==> config.mk <==
export PLATFORM = sky130hd
export DESIGN_NAME = ssac_codec
export DESIGN_NICKNAME = d
export VERILOG_FILES = /design/src/include/ssac_pkg.sv /design/src/hw/ssac_codec.sv /design/src/hw/ssac_avp_gen.sv
export VERILOG_INCLUDE_DIRS = /design/src /design/src/include
export SDC_FILE = /design/constraint.sdc
export NUM_CORES = 1
export LEC_CHECK = 0
export BUFFER_PORTS_ARGS = -buffer_cell sky130_fd_sc_hd__buf_2
export CORE_MARGIN = 2
export CORE_UTILIZATION = 45
export CTS_CLUSTER_DIAMETER = 80
export CTS_CLUSTER_SIZE = 12
export DETAILED_ROUTE_END_ITERATION = 8
export GPL_TIMING_DRIVEN = 0
export PLACE_DENSITY = 0.76
export SYNTH_ARGS = -nofsm -noshare
export SYNTH_HDL_FRONTEND = slang
export SYNTH_SLANG_ARGS = --single-unit
==> constraint.sdc <==
create_clock -name pclk -period 8.4 [get_ports pclk]
set_clock_uncertainty 0.05 [all_clocks]
set_input_delay 0.84 -clock pclk [delete_from_list [all_inputs] [get_ports pclk]]
set_output_delay 0.84 -clock pclk [all_outputs]
set_load 0.03 [all_outputs]
==> src/include/ssac_consts.svh <==
// Offsets, field positions, codes and reset values for the attribute codec
`ifndef SSAC_CONSTS_SVH
`define SSAC_CONSTS_SVH
`define SSAC_OFF_CTRL 8'h00
`define SSAC_OFF_MTU 8'h04
`define SSAC_OFF_PORTS 8'h08
`define SSAC_OFF_STATUS 8'h0c
`define SSAC_OFF_PEER_MTU 8'h10
`define SSAC_OFF_PEER_PORT 8'h14
`define SSAC_OFF_JOIN_SRC 8'h18
`define SSAC_OFF_JOIN_GRP 8'h1c
`define SSAC_CTRL_UDP_EN 0
`define SSAC_CTRL_MCAST 1
`define SSAC_CTRL_SEND_MTU 8
`define SSAC_CTRL_SEND_PORT 9
`define SSAC_CTRL_SEND_CAP 10
`define SSAC_ST_BUSY 0
`define SSAC_ST_LEN_ERR 1
`define SSAC_ST_PEER_CAP 2
`define SSAC_ST_PORT_SUPP 3
`define SSAC_ST_JOIN 4
`define SSAC_HDR_M_BIT 31
`define SSAC_HDR_H_BIT 30
`define SSAC_HDR_LEN_MSB 25
`define SSAC_HDR_LEN_LSB 16
`define SSAC_CAP_C_BIT 15
`define SSAC_TYPE_LOCAL_MTU 16'h0004
`define SSAC_TYPE_REMOTE_MTU 16'h0007
`define SSAC_TYPE_UDP_PORT 16'h0008
`define SSAC_TYPE_JOIN 16'h000b
`define SSAC_TYPE_CAP 16'h000d
`define SSAC_LEN_SHORT 10'h008
`define SSAC_LEN_JOIN 10'h028
`define SSAC_JOIN_LAST_IDX 4'h9
`define SSAC_JOIN_GRP_IDX 4'h6
`define SSAC_RST_MTU 16'h05dc
`define SSAC_RST_PORT 16'h0000
// Vendor identifier default: arbitrary neutral value
`define SSAC_VENDOR_DEFAULT 16'h0abc
`endif

==> src/include/ssac_pkg.sv <==
// Types shared by the attribute codec modules
package ssac_pkg;
  typedef enum logic [2:0] {
    SSAC_TX_IDLE = 3'b001,
    SSAC_TX_HDR = 3'b010,
    SSAC_TX_VAL = 3'b100
  } ssac_tx_state_t;
  typedef enum logic [1:0] {
    SSAC_RX_HDR = 2'b01,
    SSAC_RX_BODY = 2'b10
  } ssac_rx_state_t;
endpackage : ssac_pkg

==> src/hw/ssac_codec.sv <==
// Session setup attribute codec: APB registers, emitter and parser
// Notes on behaviour
// - Max payload counts IP, L2TPv3 header and payload, not Ethernet.
// - Node sends remote max payload with type 7, length 8, M set.
// - Node's remote max payload is its largest receivable layer-3 size.
// - UDP port attribute: type 8, length 8, M set, 16-bit port.
// - Node may send port only with UDP on and a different port wanted.
// - Node never sends the port attribute for a multicast session.
// - Join addresses are 16 bytes each; IPv4 in first four.
// - Node subscribes to the received source and group addresses.
// - Capability attribute: type 13, length 8, M set.
// - Capability flag one means sender supports multicast signaling.
// - Node always sets its capability flag to one.
// - Both sides parse and generate the capability attribute.
`timescale 1ns/1ps
`include "ssac_consts.svh"
module ssac_codec
  import ssac_pkg::*;
#(
  parameter logic [15:0] VENDOR_ID = `SSAC_VENDOR_DEFAULT
) (
  input wire logic pclk,
  input wire logic presetn,
  input wire logic psel,
  input wire logic penable,
  input wire logic pwrite,
  input wire logic [7:0] paddr,
  input wire logic [31:0] pwdata,
  output logic [31:0] prdata,
  output logic pready,
  output logic pslverr,
  input wire logic rx_valid,
  input wire logic rx_sop,
  input wire logic [31:0] rx_word,
  output logic tx_valid,
  output logic [31:0] tx_word,
  output logic tx_last,
  input wire logic tx_ready,
  output logic join_valid,
  output logic [127:0] join_src,
  output logic [127:0] join_grp
);
  // Register state
  logic udp_en;
  logic mcast_sess;
  logic [15:0] local_mtu_cfg;
  logic [15:0] sess_port;
  logic [15:0] cc_port;
  logic [2:0] pend;
  logic len_err;
  logic peer_cap;
  logic port_supp;
  logic join_seen;
  logic [15:0] peer_mtu;
  logic [15:0] peer_port;

  // APB decode
  wire setup_wait = psel & penable & ~pready;
  wire done = psel & penable & pready;
  wire wr = done & pwrite;
  wire sel_ctrl = (paddr == `SSAC_OFF_CTRL);
  wire sel_mtu = (paddr == `SSAC_OFF_MTU);
  wire sel_ports = (paddr == `SSAC_OFF_PORTS);
  wire sel_stat = (paddr == `SSAC_OFF_STATUS);
  wire sel_pmtu = (paddr == `SSAC_OFF_PEER_MTU);
  wire sel_pport = (paddr == `SSAC_OFF_PEER_PORT);
  wire sel_jsrc = (paddr == `SSAC_OFF_JOIN_SRC);
  wire sel_jgrp = (paddr == `SSAC_OFF_JOIN_GRP);
  wire mapped = sel_ctrl | sel_mtu | sel_ports | sel_stat | sel_pmtu |
    sel_pport | sel_jsrc | sel_jgrp;
  wire wr_ctrl = wr & sel_ctrl;
  wire wr_stat = wr & sel_stat;

  // Emitter interface
  logic gen_load;
  logic [15:0] gen_type;
  logic [15:0] gen_value;
  logic gen_busy;
  wire gen_free = ~gen_busy & ~gen_load;
  // Port only when UDP is on, unicast, and a different port is wanted
  wire port_ok = udp_en & ~mcast_sess & (sess_port != cc_port);
  wire go_mtu = gen_free & pend[0];
  wire go_port = gen_free & ~pend[0] & pend[1];
  wire go_cap = gen_free & ~pend[0] & ~pend[1] & pend[2];
  wire port_drop = go_port & ~port_ok;
  // Capability payload: flag forced to one, rest reserved
  wire [15:0] cap_value = 16'h0001 << `SSAC_CAP_C_BIT;

  // Parser decode
  ssac_rx_state_t rx_state;
  logic [9:0] hdr_len;
  logic [3:0] idx;
  logic joining;
  wire [15:0] rx_type = rx_word[31:16];
  wire is_lmtu = (rx_type == `SSAC_TYPE_LOCAL_MTU);
  wire is_rmtu = (rx_type == `SSAC_TYPE_REMOTE_MTU);
  wire is_port = (rx_type == `SSAC_TYPE_UDP_PORT);
  wire is_join = (rx_type == `SSAC_TYPE_JOIN);
  wire is_cap = (rx_type == `SSAC_TYPE_CAP);
  wire known = is_lmtu | is_rmtu | is_port | is_join | is_cap;
  wire [9:0] exp_len = is_join ? `SSAC_LEN_JOIN : `SSAC_LEN_SHORT;
  wire type_word = rx_valid & ~rx_sop & (rx_state == SSAC_RX_BODY) &
    (idx == 4'h1);
  wire bad_len = type_word & known & (hdr_len != exp_len);
  wire good = type_word & known & ~bad_len;
  wire join_word = rx_valid & ~rx_sop & joining;
  wire join_end = join_word & (idx == `SSAC_JOIN_LAST_IDX);
  wire stat_clr_err = wr_stat & pwdata[`SSAC_ST_LEN_ERR];
  wire stat_clr_supp = wr_stat & pwdata[`SSAC_ST_PORT_SUPP];
  wire stat_clr_join = wr_stat & pwdata[`SSAC_ST_JOIN];

  // Sticky flags: hardware set wins over software clear
  wire next_len_err = bad_len | (len_err & ~stat_clr_err);
  wire next_port_supp = port_drop | (port_supp & ~stat_clr_supp);
  wire next_join_seen = join_end | (join_seen & ~stat_clr_join);
  wire [2:0] next_pend = (pend & ~{go_cap, go_port, go_mtu}) |
    ({3{wr_ctrl}} & pwdata[`SSAC_CTRL_SEND_CAP:`SSAC_CTRL_SEND_MTU]);

  wire [31:0] stat_word = {27'h0, join_seen, port_supp, peer_cap, len_err,
    gen_busy | (|pend)};
  wire [31:0] rd_mux =
    sel_ctrl ? {29'h0, pend[2], mcast_sess, udp_en} :
    sel_mtu ? {16'h0, local_mtu_cfg} :
    sel_ports ? {cc_port, sess_port} :
    sel_stat ? stat_word :
    sel_pmtu ? {16'h0, peer_mtu} :
    sel_pport ? {16'h0, peer_port} :
    sel_jsrc ? join_src[127:96] :
    sel_jgrp ? join_grp[127:96] : 32'h0;

  // APB answer: one wait state, then pready for a single cycle
  always_ff @(posedge pclk or negedge presetn) begin
    if (!presetn) begin
      pready <= 1'b0;
      prdata <= 32'h0;
      pslverr <= 1'b0;
    end else begin
      pready <= setup_wait;
      prdata <= setup_wait & ~pwrite ? rd_mux : 32'h0;
      pslverr <= setup_wait & ~mapped;
    end
  end

  // Software registers
  always_ff @(posedge pclk or negedge presetn) begin
    if (!presetn) begin
      udp_en <= 1'b0;
      mcast_sess <= 1'b0;
      local_mtu_cfg <= `SSAC_RST_MTU;
      sess_port <= `SSAC_RST_PORT;
      cc_port <= `SSAC_RST_PORT;
    end else if (wr) begin
      if (sel_ctrl) begin
        udp_en <= pwdata[`SSAC_CTRL_UDP_EN];
        mcast_sess <= pwdata[`SSAC_CTRL_MCAST];
      end
      // Layer-3 size: IP plus L2TPv3 header and payload
      if (sel_mtu) local_mtu_cfg <= pwdata[15:0];
      if (sel_ports) begin
        sess_port <= pwdata[15:0];
        cc_port <= pwdata[31:16];
      end
    end
  end

  // Send requests and sticky status
  always_ff @(posedge pclk or negedge presetn) begin
    if (!presetn) begin
      pend <= 3'h0;
      len_err <= 1'b0;
      port_supp <= 1'b0;
      join_seen <= 1'b0;
    end else begin
      pend <= next_pend;
      len_err <= next_len_err;
      port_supp <= next_port_supp;
      join_seen <= next_join_seen;
    end
  end

  // Emitter launch, one attribute at a time in fixed priority
  always_ff @(posedge pclk or negedge presetn) begin
    if (!presetn) begin
      gen_load <= 1'b0;
      gen_type <= 16'h0;
      gen_value <= 16'h0;
    end else begin
      gen_load <= go_mtu | (go_port & port_ok) | go_cap;
      if (go_mtu) begin
        gen_type <= `SSAC_TYPE_REMOTE_MTU;
        gen_value <= local_mtu_cfg;
      end else if (go_port) begin
        gen_type <= `SSAC_TYPE_UDP_PORT;
        gen_value <= sess_port;
      end else if (go_cap) begin
        gen_type <= `SSAC_TYPE_CAP;
        gen_value <= cap_value;
      end
    end
  end

  ssac_avp_gen u_gen (
    .pclk(pclk),
    .presetn(presetn),
    .load(gen_load),
    .avp_type(gen_type),
    .avp_len(`SSAC_LEN_SHORT),
    .avp_value(gen_value),
    .vendor(VENDOR_ID),
    .tx_ready(tx_ready),
    .tx_valid(tx_valid),
    .tx_word(tx_word),
    .tx_last(tx_last),
    .busy(gen_busy)
  );

  // Parser sequencing
  always_ff @(posedge pclk or negedge presetn) begin
    if (!presetn) begin
      rx_state <= SSAC_RX_HDR;
      hdr_len <= 10'h0;
      idx <= 4'h0;
      joining <= 1'b0;
    end else if (rx_valid) begin
      if (rx_sop) begin
        rx_state <= SSAC_RX_BODY;
        hdr_len <= rx_word[`SSAC_HDR_LEN_MSB:`SSAC_HDR_LEN_LSB];
        idx <= 4'h1;
        joining <= 1'b0;
      end else if (rx_state == SSAC_RX_BODY) begin
        idx <= idx + 4'h1;
        if (type_word) joining <= good & is_join;
        if (join_end) begin
          joining <= 1'b0;
          rx_state <= SSAC_RX_HDR;
        end
      end
    end
  end

  // Parsed values
  always_ff @(posedge pclk or negedge presetn) begin
    if (!presetn) begin
      peer_mtu <= 16'h0;
      peer_port <= 16'h0;
      peer_cap <= 1'b0;
    end else if (good) begin
      if (is_lmtu) peer_mtu <= rx_word[15:0];
      if (is_port) peer_port <= rx_word[15:0];
      if (is_cap) peer_cap <= rx_word[`SSAC_CAP_C_BIT];
    end
  end

  // Join addresses, sixteen bytes each, first word first
  always_ff @(posedge pclk or negedge presetn) begin
    if (!presetn) begin
      join_src <= 128'h0;
      join_grp <= 128'h0;
      join_valid <= 1'b0;
    end else begin
      join_valid <= join_end;
      if (join_word && idx >= 4'h2 && idx < `SSAC_JOIN_GRP_IDX)
        join_src <= {join_src[95:0], rx_word};
      if (join_word && idx >= `SSAC_JOIN_GRP_IDX)
        join_grp <= {join_grp[95:0], rx_word};
    end
  end

  property p_apb_single;
    @(posedge pclk) disable iff (!presetn)
      pready |=> !pready;
  endproperty
  a_apb_single: assert property (p_apb_single)
    else $error("pready held longer than one cycle");

  property p_no_port_mcast;
    @(posedge pclk) disable iff (!presetn)
      gen_load && mcast_sess |-> gen_type != `SSAC_TYPE_UDP_PORT;
  endproperty
  a_no_port_mcast: assert property (p_no_port_mcast)
    else $error("port attribute emitted for multicast session");

  property p_port_needs_udp;
    @(posedge pclk) disable iff (!presetn)
      gen_load && gen_type == `SSAC_TYPE_UDP_PORT |-> udp_en &&
        gen_value != cc_port;
  endproperty
  a_port_needs_udp: assert property (p_port_needs_udp)
    else $error("port attribute without UDP or with same port");

  property p_cap_flag;
    @(posedge pclk) disable iff (!presetn)
      gen_load && gen_type == `SSAC_TYPE_CAP |-> gen_value[`SSAC_CAP_C_BIT];
  endproperty
  a_cap_flag: assert property (p_cap_flag)
    else $error("capability flag not one");

  property p_mtu_value;
    @(posedge pclk) disable iff (!presetn)
      go_mtu |=> gen_load && gen_type == `SSAC_TYPE_REMOTE_MTU &&
        gen_value == $past(local_mtu_cfg);
  endproperty
  a_mtu_value: assert property (p_mtu_value)
    else $error("remote max payload attribute wrong");

  property p_len_err;
    @(posedge pclk) disable iff (!presetn)
      bad_len |=> len_err;
  endproperty
  a_len_err: assert property (p_len_err)
    else $error("length mismatch not flagged");

  property p_join_pulse;
    @(posedge pclk) disable iff (!presetn)
      join_valid |-> $past(joining) && !joining && join_seen;
  endproperty
  a_join_pulse: assert property (p_join_pulse)
    else $error("join pulse without complete join");

  property p_cap_parse;
    @(posedge pclk) disable iff (!presetn)
      good && is_cap |=> peer_cap == $past(rx_word[`SSAC_CAP_C_BIT]);
  endproperty
  a_cap_parse: assert property (p_cap_parse)
    else $error("peer capability not captured");
endmodule : ssac_codec

==> src/hw/ssac_avp_gen.sv <==
// Two-word attribute emitter with valid/ready handshake
`timescale 1ns/1ps
`include "ssac_consts.svh"
module ssac_avp_gen
  import ssac_pkg::*;
(
  input wire logic pclk,
  input wire logic presetn,
  input wire logic load,
  input wire logic [15:0] avp_type,
  input wire logic [9:0] avp_len,
  input wire logic [15:0] avp_value,
  input wire logic [15:0] vendor,
  input wire logic tx_ready,
  output logic tx_valid,
  output logic [31:0] tx_word,
  output logic tx_last,
  output logic busy
);
  ssac_tx_state_t state;
  logic [31:0] val_word;
  wire accept = tx_valid & tx_ready;
  // Header packed msb first: M, H, reserved, length, vendor
  wire [31:0] hdr_word = {1'b1, 1'b0, 4'h0, avp_len, vendor};

  always_ff @(posedge pclk or negedge presetn) begin
    if (!presetn) begin
      state <= SSAC_TX_IDLE;
      tx_valid <= 1'b0;
      tx_word <= 32'h0;
      tx_last <= 1'b0;
      val_word <= 32'h0;
    end else begin
      unique case (state)
        SSAC_TX_IDLE: begin
          if (load) begin
            state <= SSAC_TX_HDR;
            tx_valid <= 1'b1;
            tx_word <= hdr_word;
            val_word <= {avp_type, avp_value};
          end
        end
        SSAC_TX_HDR: begin
          if (accept) begin
            state <= SSAC_TX_VAL;
            tx_word <= val_word;
            tx_last <= 1'b1;
          end
        end
        SSAC_TX_VAL: begin
          if (accept) begin
            state <= SSAC_TX_IDLE;
            tx_valid <= 1'b0;
            tx_last <= 1'b0;
          end
        end
      endcase
    end
  end

  assign busy = (state != SSAC_TX_IDLE);

  property p_hdr_mandatory;
    @(posedge pclk) disable iff (!presetn)
      $rose(tx_valid) |-> tx_word[`SSAC_HDR_M_BIT] && !tx_last;
  endproperty
  a_hdr_mandatory: assert property (p_hdr_mandatory)
    else $error("header word lacks mandatory flag");

  property p_hold_until_ready;
    @(posedge pclk) disable iff (!presetn)
      tx_valid && !tx_ready |=> tx_valid && $stable(tx_word);
  endproperty
  a_hold_until_ready: assert property (p_hold_until_ready)
    else $error("word changed before accepted");

  property p_load_starts;
    @(posedge pclk) disable iff (!presetn)
      load && !busy |=> tx_valid && tx_word[9:0] == 10'(vendor[9:0]);
  endproperty
  a_load_starts: assert property (p_load_starts)
    else $error("load did not present header next cycle");
endmodule : ssac_avp_gen

# Word-level counts from Yosys, hierarchy flattened

Index checks and enable logic that the tools add are counted.

Register bits: 499
Output and inout bits: 325
Word-level logic and storage cells: 191
Bits of input ports: 80

Muxes and demuxes: 37
Add/sub/neg operators: 1
Bitwise gates (word level): 69
Order comparisons: 3
Equality and inequality tests: 24
Reductions and logical operators: 27

Operators with widths:

| kind                                                                    | number |
|---|---|
| 32-bit 2-to-1 mux                                                       | 11 |
| 16-bit 2-to-1 mux                                                       | 6 |
| 32-bit one-hot mux with 2 select lines                                  | 1 |
| 16-bit by 4-bit equality test with 1-bit output (second input constant) | 3 |
| 1-bit AND                                                               | 34 |
| 16-bit by 3-bit equality test with 1-bit output (second input constant) | 2 |
| 8-bit by 5-bit equality test with 1-bit output (second input constant)  | 4 |
| 2-bit AND reduction                                                     | 9 |
| 3-bit AND reduction                                                     | 6 |
| 1-bit bitwise OR                                                        | 17 |
| 8-bit by 4-bit equality test with 1-bit output (second input constant)  | 2 |
| 16-bit inequality test                                                  | 1 |
| 1-bit inverter                                                          | 14 |
| 10-bit by 6-bit inequality test with 1-bit output                       | 1 |
| 2-bit nonzero test                                                      | 5 |
| 3-bit 2-to-1 mux                                                        | 3 |
| 3-bit one-hot mux with 3 select lines                                   | 1 |
| 8-bit by 3-bit equality test with 1-bit output (second input constant)  | 1 |
| 8-bit logical NOT                                                       | 1 |
| 4-bit 2-to-1 mux                                                        | 2 |
| 1-bit 2-to-1 mux                                                        | 7 |
| 3-bit AND                                                               | 2 |
| 2-bit 2-to-1 mux                                                        | 3 |
| 6-bit 2-to-1 mux                                                        | 1 |
| 19 further kinds                                                        | 24 |

# Longest topological paths before layout

Gate-level depths: netlist of run 1.

Word-level depth: 14
Gate-level depth with buffers: 8
Gate-level depth less buffers: 7

# Hierarchy

A second synthesis of run 1 with hierarchy kept.

Cell total of the unflattened synthesis: 1350
Area, all modules: 20234.4 sq um

By module, submodules not included:

| module       | area an instance (sq um) | times used | cells each |
|---|---|---|---|
| ssac_codec   | 17225.3                  | 1          | 1152 |
| ssac_avp_gen | 3009.1                   | 1          | 198 |

# Least setup slack after synthesis of run 1

Ideal clock, no wire load.

Path type: input to register
From: in rx_word[21]
To: reg peer_mtu[10]
Required time: 8225 ps
Path buffers: 2
Library setup time: 125 ps
Arrival time: 3012 ps
Stages on the path: 6
Path slack: 5213 ps
Path through: or4_4 -> or4_1 -> buf_2 -> nor4_4 -> buf_6 -> mux2_2

Word-level cells in the longest chain between the ends: 10
Elaborated cells between the ends (all ways): 16
Classes of those cells: eq/ne (6); mux (1); bitwise (8); reduce/logical (1)

RTL lines:

| element                                                          | RTL line                             | RTL |
|---|---|---|
| start, declared                                                  | ssac_codec.sv:34                     | `input wire logic [31:0] rx_word,` |
| 16-bit by 3-bit equality test with 1-bit output (no source line) | -                                    |  |
| 1-bit bitwise OR (4 in a row)                                    | ssac_codec.sv:100                    | `wire known = is_lmtu \| is_rmtu \| is_port \| is_join \| is_cap;` |
| 1-bit AND                                                        | ssac_codec.sv:104, ssac_codec.sv:105 |  |
| 1-bit AND                                                        | ssac_codec.sv:104                    | `wire bad_len = type_word & known & (hdr_len != exp_len);` |
| 1-bit inverter                                                   | ssac_codec.sv:105                    | `wire good = type_word & known & ~bad_len;` |
| 1-bit AND                                                        | ssac_codec.sv:105                    |  |
| 2-bit AND reduction (no source line) (*)                         | -                                    |  |
| end signal, assigned                                             | ssac_codec.sv:248                    | `if (is_lmtu) peer_mtu <= rx_word[15:0];` |
| end, declared                                                    | ssac_codec.sv:54                     | `logic [15:0] peer_mtu;` |

Every way passes the cells marked *; elsewhere a longest branch is shown, timed or not.
A chain may end at the register's enable or synchronous reset.

# Worst setup path in the final report of run 1

From: in rx_word[25]
To: reg peer_port[6]

Word-level cells in the longest chain between the ends: 10
Elaborated cells between the ends (all ways): 16
Classes of those cells: eq/ne (6); mux (1); bitwise (8); reduce/logical (1)

RTL lines:

| element                                                          | RTL line                             | RTL |
|---|---|---|
| 16-bit by 3-bit equality test with 1-bit output (no source line) | -                                    |  |
| 1-bit bitwise OR (4 in a row)                                    | ssac_codec.sv:100                    |  |
| 1-bit AND                                                        | ssac_codec.sv:104, ssac_codec.sv:105 |  |
| 1-bit AND                                                        | ssac_codec.sv:104                    |  |
| 1-bit inverter                                                   | ssac_codec.sv:105                    |  |
| 1-bit AND                                                        | ssac_codec.sv:105                    |  |
| 2-bit AND reduction (no source line) (*)                         | -                                    |  |
| end signal, assigned                                             | ssac_codec.sv:249                    | `if (is_port) peer_port <= rx_word[15:0];` |
| end, declared                                                    | ssac_codec.sv:55                     | `logic [15:0] peer_port;` |

Marks and branches as above.

==> flow_summary_export.csv, run 1 <==
group,metric,value,unit
power_and_ir_drop,cellLeakagePower,12.0,nW
die,initial_utilization,0.458,
logic_synthesis,yosysSeqAreaShare,0.613,
cts,post_cts_buffers,0,
cells_and_area,layout-drive-gt1-share,0.484,
logic_synthesis,synth_common_cells,"452 x dfrtp_1, 371 x mux2_2, 65 x clkbuf_1",
worst_setup_path,worst_setup_path_end_kind,"flop",
sta,grt_setup_unrepaired,"false",
grt,gr-usage-all-layers,0.261,
placed_design,globalplace.congestion,0.897,
sta,setup_violations,0,
grt,grt_pass1_wl,85.1,mm
flow_run,maxCapViolCount,0,
route,routed_via_density,5.58,
sta,drv_slew,0,
cts,clock-root-buffer,"clkbuf_16",
route,met1Wirelength,24.2,mm
cts,clk_pin_slew,60,ps
power_and_ir_drop,irDropWorstVdd,0.166,mV
logic_synthesis,syn_area_per_cell,14.3,um^2
placed_design,portBuffers,388,
die,die_x,209,um
die,rows,74,
cells_and_area,fin_nets,1844,
worst_setup_path,r2r-start,"idx[1]",
cells_and_area,stdcell_area,22800,um^2
status,status,"completed",
worst_setup_path,startpoint_type,"input pin",
worst_setup_path,required,8790,ps
placed_design,dpl_cell_area,21600,um^2
sta,fin_tns_setup,0,ps
logic_synthesis,synth_top_area_cell,"dfrtp_1",
logic_synthesis,synthCells,1314,
worst_setup_path,cp_slowest_cell,"nor4_4",
cts,numCtsBuffers,44,
logic_synthesis,ys.flop_type,"dfrtp_1",
sta,final.period_utilization,0.389,
logic_synthesis,yosys_warnings,0,
route,drc,0,
route,dr.pass1.iters,5,
cts,cts_tree,"done",
die,num_io_pins,405,
cts,clk_path_buf_depth,3,
sta,worst_pin_slew,1140,ps
die,die_y,209,um
logic_synthesis,ys_types,60,
cts,cts_num_sinks,461,
die,dieArea,43500,um^2
worst_hold_path,min_path_type,"in2async",
cts,hold_buffers,0,
die,core_area,41100,um^2
grt,grt_pass1_vias,13300,
logic_synthesis,synth_top_area_frac,0.600,
worst_setup_path,critPathMaxFanout,10,
worst_setup_path,startpoint,"rx_word[25]",
cells_and_area,area_delta_synth_final,21.2,%
sta,max_freq,306,MHz
cts,cts_resized,0,
route,wl_met2,28.3,mm
route,wl_met3,2.87,mm
cells_and_area,num-fill-cells,3462,
route,antenna_left,0,
worst_setup_path,cp_cell_sequence,"buf_2 > or4_1 > or4_1 > buf_2 > nor4_4 > buf_6 > mux2_2",
grt,grt_overflow,0,
cells_and_area,regArea,11500,um^2
logic_synthesis,synth_seq_cells,461,
sta,slew_headroom,0.236,
grt,antenna_found_initial,3,
power_and_ir_drop,pwr_density_cell,186,nW/um^2
worst_setup_path,arrival,3660,ps
route,wl_per_cell,24.5,um
logic_synthesis,synthArstFlopShare,1.00,
sta,final.min_clock_period,3270,ps
logic_synthesis,synth-edff-count,0,
cells_and_area,multi_input_area,6890,um^2
route,vias,13000,
logic_synthesis,synth.most_common_cell,"dfrtp_1",
route,dr.max_layer_used,"met5",
logic_synthesis,synth_area,18800,um^2
route,totalWireLength,57.0,mm
route,drtIter0Drc,991,
sta,hold_violations,0,
worst_setup_path,worstSetupPathType,"in2reg",
grt,grt_max_degree,121,
placed_design,dp_hpwl,42.6,mm
logic_synthesis,synth.top_cells.by_area,"dfrtp_1 60%, mux2_2 22%, mux4_2 2.2%, clkbuf_1 1.3%, nand2_1 1.3%",
cts,cts.htree.levels,2,
worst_setup_path,cpPeakStageDelay,730,ps
cts,clock_latency,570,ps
## cell type report
type	instances	area share
inverters	10	0.00164
flip-flops and latches	461	0.506
clock buffers	70	0.0534
clock inverters	3	0.00110
diodes	3	0.000329
repair buffers	391	0.0891
well taps	532	0.0292
multi-input cells	762	0.302
plain buffers	91	0.0178
## sequential cells by signal, summed over array words and instances (netlist names), 2 cells and up
register        count
cc_port            16
gen_type            3
gen_value          16
hdr_len            10
idx                 4
join_grp          128
join_src          128
local_mtu_cfg      16
peer_mtu           16
peer_port          16
pend                3
prdata             32
rx_state            2
sess_port          16
u_gen.state         3
u_gen.tx_word      20
u_gen.val_word     19
## where the power goes
part	switching [W]	total [W]	internal (W)
registers	0.0000152	0.00225	0.00223
logic	0.000114	0.000168	0.0000536
clock network	0.000829	0.00182	0.000992
## routing by layer
metal,vias up,global-route usage
li1,5629,-
met1,6827,0.348
met2,420,0.437
met4,2,0.0914
met3,92,0.0416
met5,-,0
## logic make-up (layout without fill, tap and decap cells)
kind of cell,count (synthesis),in the layout,synth area share
buffers and inverters,101,565,0.0235
AO/OA/AOI/OAI,125,125,0.0456
other,1,14,0.000199
XOR/XNOR,16,16,0.00744
multiplexers,395,395,0.247
flip-flops,461,461,0.613
adder cells (fa/ha/maj),3,3,0.00199
AND/OR/NAND/NOR,212,212,0.0618
## worst max-delay path, delay by kind of cell
kind          cells  cell delay, ps
simple gates      3            1850
buf+inv           3             590
mux               1             360
## layout by cell type (no fill, tap or decap), drive strengths merged, types with 3 or more instances in the layout
cell type and instances:
dfrtp 452, buf 417, mux2 373, clkbuf 135, nand2 64, a21oi 31, nor2 28, o21ai 27
nor2b 21, nor4 19, mux4 18, and3 17, a22oi 17, a221o 16, xnor2 16, inv 12
nor3 11, a221oi 11, conb 11, nand4 10, dfstp 9, nand2b 7, or4 7, nand4b 6
nand3 5, o22ai 4, mux2i 4, and2 4, diode 3, a22o 3, a21o 3, ha 3
## metrics by stage
step | std cells | utilization | hold WS (ps) | total power (W) | setup WS (ps)
after floorplan | 1324 | - | 394 | 0.00236 | 5210
after global placement | 2244 | 0.523 | 409 | 0.00245 | -2430
after detailed placement | 2247 | 0.525 | 418 | 0.00246 | 4530
after CTS | 2320 | 0.555 | 318 | 0.00427 | 5120
after global routing | 2321 | 0.555 | 345 | 0.00437 | 4870
final | 2323 | 0.555 | 248 | 0.00424 | 5130
## path summary, 6_finish.rpt
check | end | slack (ps) | cells past startpoint
worst max-delay path | peer_port[6] | 5130 | 7
worst min-delay path | prdata[23] | 250 | 1
worst max register to register | peer_port[6] | 5190 | 8
worst min register to register | u_gen.tx_word[15] | 420 | 2
max in group asynchronous | join_src[106] | 6460 | 3
min in group pclk | u_gen.tx_word[15] | 420 | 2
Note: power is estimated with default switching activity, not from simulation.
==> run 2, diff against run 1 <==
Settings changed: ABC_AREA set to 1.
Clock period 8.4 ns to 3.2 ns, I/O delays scaled along.
==> flow_summary_export.csv, run 2 <==
group,metric,value,unit
flow_run,maxCapViolCount,0,
power_and_ir_drop,switching_share,0.254,
sta,drv_slew,0,
worst_hold_path,whs_endpoint,"hdr_len[7]",
worst_hold_path,min_path_type,"in2reg",
power_and_ir_drop,seq_power_share,0.510,
grt,grt_overflow,0,
cts,post_cts_buffers,0,
logic_synthesis,synth-edff-count,0,
cts,numCtsBuffers,44,
cts,cts_num_sinks,461,
power_and_ir_drop,power.share.clock,0.408,
sta,grt_setup_unrepaired,"false",
cells_and_area,mostFrequentLayoutCells,"484 x nand2_1, 452 x dfrtp_1, 438 x buf_2",
cells_and_area,layout-drive-gt1-share,0.258,
power_and_ir_drop,combPwrFrac,0.082,
worst_hold_path,hold_depth,3,
power_and_ir_drop,pwr_density_cell,498,nW/um^2
cells_and_area,fin_nets,2592,
worst_setup_path,critPathMaxFanout,10,
logic_synthesis,synth_top_area_frac,0.588,
grt,gr-usage-all-layers,0.280,
worst_hold_path,hp-start,"rx_word[23]",
die,initial_utilization,0.458,
logic_synthesis,syn_area_per_cell,9.58,um^2
placed_design,dp_hpwl,47.8,mm
route,routed_via_density,5.30,
logic_synthesis,synth_common_cells,"484 x nand2_1, 452 x dfrtp_1, 222 x o21ai_0",
status,status,"completed",
die,core_area,42000,um^2
sta,fin_tns_setup,0,ps
sta,setup_violations,0,
worst_setup_path,worstSetupPathType,"reg2reg",
worst_setup_path,r2r_end,"join_src[111]",
worst_setup_path,r2r_setup_slack,730,ps
grt,grt_max_degree,131,
worst_setup_path,critPathBufInv,3,
logic_synthesis,ys.flop_type,"dfrtp_1",
sta,slew_headroom,0.393,
die,dieArea,44400,um^2
cts,cts.htree.levels,2,
die,die_x,211,um
route,antenna_left,0,
grt,antenna_found_initial,4,
worst_setup_path,cp_top_family,"buffers and inverters",
sta,worst_pin_slew,911,ps
worst_setup_path,cp_cell_sequence,"inv_1 > ha_1 > o41ai_2 > clkbuf_1 > buf_2 > nand2_1 > o21ai_0",
sta,final.period_utilization,0.770,
cts,clk_pin_slew,60,ps
cts,cts_resized,0,
cts,clock-root-buffer,"clkbuf_16",
logic_synthesis,yosys_warnings,0,
worst_setup_path,startpoint_type,"flop",
power_and_ir_drop,p_total,0.0119,W
cts,cts_tree,"done",
worst_setup_path,cp_slowest_cell,"o41ai_2",
logic_synthesis,synthCells,2008,
logic_synthesis,yosysSeqAreaShare,0.600,
sta,final.min_clock_period,2470,ps
sta,max_freq,406,MHz
placed_design,post-place-cells,2953,
logic_synthesis,synth.most_common_cell,"nand2_1",
worst_setup_path,r2r-start,"idx[0]",
sta,hold_violations,0,
route,totalWireLength,62.3,mm
cts,hold_buffers,49,
logic_synthesis,synthArstFlopShare,1.00,
grt,grt_pass1_vias,16000,
cells_and_area,area_delta_synth_final,23.6,%
power_and_ir_drop,irDropWorstVdd,0.489,mV
logic_synthesis,ys_types,40,
logic_synthesis,synth_seq_cells,461,
die,num_io_pins,405,
logic_synthesis,synth_area,19200,um^2
grt,grt_pass1_wl,94.7,mm
logic_synthesis,synth.top_cells.by_area,"dfrtp_1 59%, nand2_1 9.4%, o21ai_0 5.8%, mux2_2 5.7%, inv_1 4.2%",
cells_and_area,fin_cells,3079,
route,wl_per_cell,20.2,um
placed_design,globalplace.congestion,0.928,
route,vias,16300,
worst_setup_path,worst_setup_path_end_kind,"flop",
logic_synthesis,synth_top_area_cell,"dfrtp_1",
cells_and_area,layout_commonest_cell,"nand2_1",
power_and_ir_drop,cellLeakagePower,13.0,nW
route,drtIter0Drc,1465,
worst_setup_path,required,3640,ps
placed_design,portBuffers,393,
worst_setup_path,arrival,2900,ps
power_and_ir_drop,p_int,0.00885,W
cts,clock_latency,590,ps
route,drc,0,
worst_setup_path,cpPeakStageDelay,550,ps
worst_setup_path,rr_worst_depth,7,
die,die_y,211,um
cts,clk_path_buf_depth,3,
power_and_ir_drop,p_switching,0.00301,W
die,rows,75,
placed_design,pre_cts_ws,769,ps
cells_and_area,top_regs,"join_grp x128, join_src x128, prdata x32",
sta,holdWs,28.2,ps
route,dr.pass1.iters,5,
sta,layout_setup_ws,735,ps
run 2: worst max path at each step:
stage | slack [ps] | start | cells after the start | end
3_3_place_gp | -7120 | presetn | 1 | prdata[27]
3_5_place_dp | 770 | idx[0] | 6 | join_src[97]
2_1_floorplan | 1420 | idx[0] | 7 | join_src[58]
4_1_cts | 770 | idx[0] | 7 | join_src[58]
6_report | 730 | idx[0] | 7 | join_src[111]
5_1_grt | 590 | idx[0] | 6 | join_src[94]
run 2: layer usage:
layer  routed length, um  GRT usage  vias to the layer above
met3                4310     0.0510                      138
met5                   0          0                        -
met1               25100      0.363                     8071
met2               30100      0.459                      665
met4                2830      0.132                        0
li1                    -          -                     7457
run 2: worst register-to-register path: cells and delay by family, from the launching register on:
| kind | cells | cell delay [ps] |
|---|---|---|
| adder cells (fa/ha/maj) | 1 | 210 |
| AO/OA/AOI/OAI | 2 | 670 |
| flip-flops | 1 | 420 |
| AND/OR/NAND/NOR | 1 | 100 |
| buffers and inverters | 3 | 920 |
run 2: cell type report:
class / count / area, um^2
Sequential cell: 461 / 11500
Clock inverter: 3 / 53.8
Buffer: 108 / 546
Clock buffer: 68 / 1210
Timing Repair Buffer: 445 / 2550
Multi-Input combinational cell: 1222 / 6340
Fill cell: 3696 / 18300
Tap cell: 539 / 674
Antenna cell: 6 / 15.0
Inverter: 227 / 852
run 2: power by group through the flow:
| stage | Sequential (W) | Combinational [W] | Clock, W |
|---|---|---|---|
| final | 0.00605 | 0.000971 | 0.00484 |
| after global routing | 0.00606 | 0.00108 | 0.00513 |
| after CTS | 0.00605 | 0.000969 | 0.00489 |
| after detailed placement | 0.00616 | 0.000915 | 0 |
| after global placement | 0.00615 | 0.000873 | 0 |
| after floorplan | 0.00626 | 0.000394 | 0 |
run 2: cells by family after synthesis:
kind of cell / share of synthesized area
other: 0.000195
AO/OA/AOI/OAI: 0.0891
buffers and inverters: 0.0726
flip-flops: 0.600
AND/OR/NAND/NOR: 0.170
multiplexers: 0.0638
adder cells (fa/ha/maj): 0.00195
XOR/XNOR: 0.00273
run 2: stage by stage:
stage          utilization  cell area [um^2]
2_1_floorplan            -             19300
3_3_place_gp         0.521             21900
3_5_place_dp         0.524             22000
4_1_cts              0.565             23800
5_1_grt              0.566             23800
6_report             0.566             23800
==> run 3, diff against run 2 <==
Settings changed: ABC_AREA 1 to 0, PLACE_DENSITY 0.76 to 0.79.
Clock period 3.2 ns to 2.23 ns, I/O delays scaled along.
==> flow_summary_export.csv, run 3 (synthesized netlist as in run 1, its figures left out) <==
group,metric,value,unit
sta,final.min_clock_period,2550,ps
power_and_ir_drop,pwr_density_cell,672,nW/um^2
cells_and_area,top_regs,"join_grp x128, join_src x128, prdata x32",
die,dieArea,43500,um^2
cells_and_area,num-fill-cells,3225,
worst_setup_path,r2r_end,"peer_mtu[6]",
die,num_io_pins,405,
cells_and_area,diodes,0,
die,die_y,209,um
worst_setup_path,startpoint,"idx[1]",
cells_and_area,area_delta_synth_final,27.9,%
worst_setup_path,arrival,2950,ps
grt,grt_pass1_vias,14000,
status,violations,"setup timing",
cts,clock_latency,580,ps
cts,clk_pin_slew,70,ps
route,drc,0,
power_and_ir_drop,seq_power_share,0.524,
worst_setup_path,r2r-start,"idx[1]",
sta,drv_slew,0,
power_and_ir_drop,p_int,0.0125,W
flow_run,maxCapViolCount,0,
power_and_ir_drop,power.share.clock,0.427,
sta,grt_setup_unrepaired,"true",
power_and_ir_drop,cellLeakagePower,12.6,nW
status,status,"complete, but fails checks",
route,antenna_left,0,
sta,slew_headroom,0.296,
worst_setup_path,rr_worst_depth,8,
placed_design,dpl_cell_area,21600,um^2
grt,antenna_found_initial,1,
placed_design,globalplace.congestion,0.910,
power_and_ir_drop,combPwrFrac,0.049,
cts,clk_path_buf_depth,3,
sta,final.period_utilization,1.14,
route,dr.pass1.iters,5,
worst_setup_path,endpoint,"peer_mtu[6]",
grt,grt_max_degree,125,
die,die_x,209,um
cells_and_area,utilization,0.586,
cells_and_area,fin_nets,1924,
cells_and_area,layout-drive-gt1-share,0.503,
grt,grt_overflow,0,
route,routed_via_density,5.62,
worst_setup_path,startpoint_type,"flop",
worst_hold_path,hp-start,"rx_sop",
cells_and_area,regArea,11500,um^2
power_and_ir_drop,switching_share,0.228,
sta,setup_violations,34,
worst_setup_path,r2r_setup_slack,-320,ps
route,drtIter0Drc,998,
sta,layout_setup_ws,-321,ps
sta,max_freq,392,MHz
route,wl_per_cell,24.9,um
cells_and_area,multi_input_area,7150,um^2
cts,cts.htree.levels,2,
sta,worst_pin_slew,1050,ps
worst_setup_path,cpPeakStageDelay,490,ps
placed_design,pre_cts_ws,-1150,ps
placed_design,dp_hpwl,42.4,mm
worst_hold_path,min_path_type,"in2reg",
power_and_ir_drop,p_switching,0.00370,W
cts,cts_num_sinks,461,
cts,numCtsBuffers,44,
cells_and_area,stdcell_area,24100,um^2
worst_setup_path,cp_slowest_cell,"or4_4",
worst_setup_path,cp_cell_sequence,"inv_2 > ha_4 > or4bb_1 > or4_4 > nor4_4 > buf_6 > clkbuf_16 > mux2_4",
cts,cts_tree,"done",
cts,clock-root-buffer,"clkbuf_16",
cells_and_area,layout_commonest_cell,"dfrtp_1",
worst_setup_path,critPathMaxFanout,5,
cells_and_area,mostFrequentLayoutCells,"450 x dfrtp_1, 389 x buf_2, 340 x mux2_2",
worst_setup_path,worstSetupPathType,"reg2reg",
grt,grt_pass1_wl,87.8,mm
die,rows,74,
sta,hold_violations,0,
worst_setup_path,worst_setup_path_end_kind,"flop",
route,vias,13500,
grt,gr-usage-all-layers,0.269,
worst_setup_path,required,2630,ps
die,core_area,41100,um^2
power_and_ir_drop,irDropWorstVdd,0.658,mV
die,initial_utilization,0.458,
route,totalWireLength,59.7,mm
placed_design,portBuffers,388,
==> run 3: per-stage QoR <==
stage          hold WS [ps]  total power [W]  cells   TNS, ps
2_1_floorplan          -123          0.00888   1324     -9380
3_3_place_gp            407          0.00922   2244  -3801390
3_5_place_dp            156          0.00927   2248   -204450
4_1_cts               0.849           0.0163   2397    -13970
5_1_grt                75.3           0.0167   2400    -11200
6_report               50.1           0.0162   2400     -9330
==> run 3: timing repair <==
item,CTS,global route
gates resized for setup,95,57
hold buffers,69,0
setup endpoints to repair,322,314
pin swaps,5,2
endpoints found under the hold margin,294,0
gates cloned,0,4
setup buffers,8,1
==> run 3: power by group through the flow <==
stage	sequential, W	combinational, W	clock, W
after floorplan	0.00862	0.000255	0
after global placement	0.00863	0.000595	0
after detailed placement	0.00863	0.000640	0
after CTS	0.00848	0.000771	0.00702
after global routing	0.00848	0.000868	0.00733
final	0.00849	0.000795	0.00691
==> run 3: how the worst min path moves through the flow <==
stage	end	cells after the start
detailed placement	prdata[16]	1
CTS	rx_state[1]	5
finish	rx_state[1]	5
global placement	cc_port[7]	2
global route	join_valid	4
floorplan	cc_port[0]	0
==> run 3: critical path, delay by kind of cell (launching register included) <==
family	cells	cell delay, ps
muxes	1	300
and+or+nand+nor	3	1080
DFF	1	410
buffers and inverters	3	440
adders and majority gates	1	130
==> run 3: area by class of cell <==
cell class | instances | share of cell area
Sequential cell | 461 | 0.479
Clock inverter | 3 | 0.00104
Tap cell | 532 | 0.0276
Inverter | 10 | 0.00156
Clock buffer | 70 | 0.0510
Timing Repair Buffer | 474 | 0.121
Multi-Input combinational cell | 762 | 0.297
Buffer | 88 | 0.0215
==> run 3: per-layer routing <==
metal	track usage	vias to the layer above	part of all wire	routed length (um)
met5	0	-	0	0
met3	0.0400	133	0.059	3530
met2	0.446	540	0.49	29100
met1	0.354	7007	0.41	24600
li1	-	5813	-	-
met4	0.118	0	0.040	2390
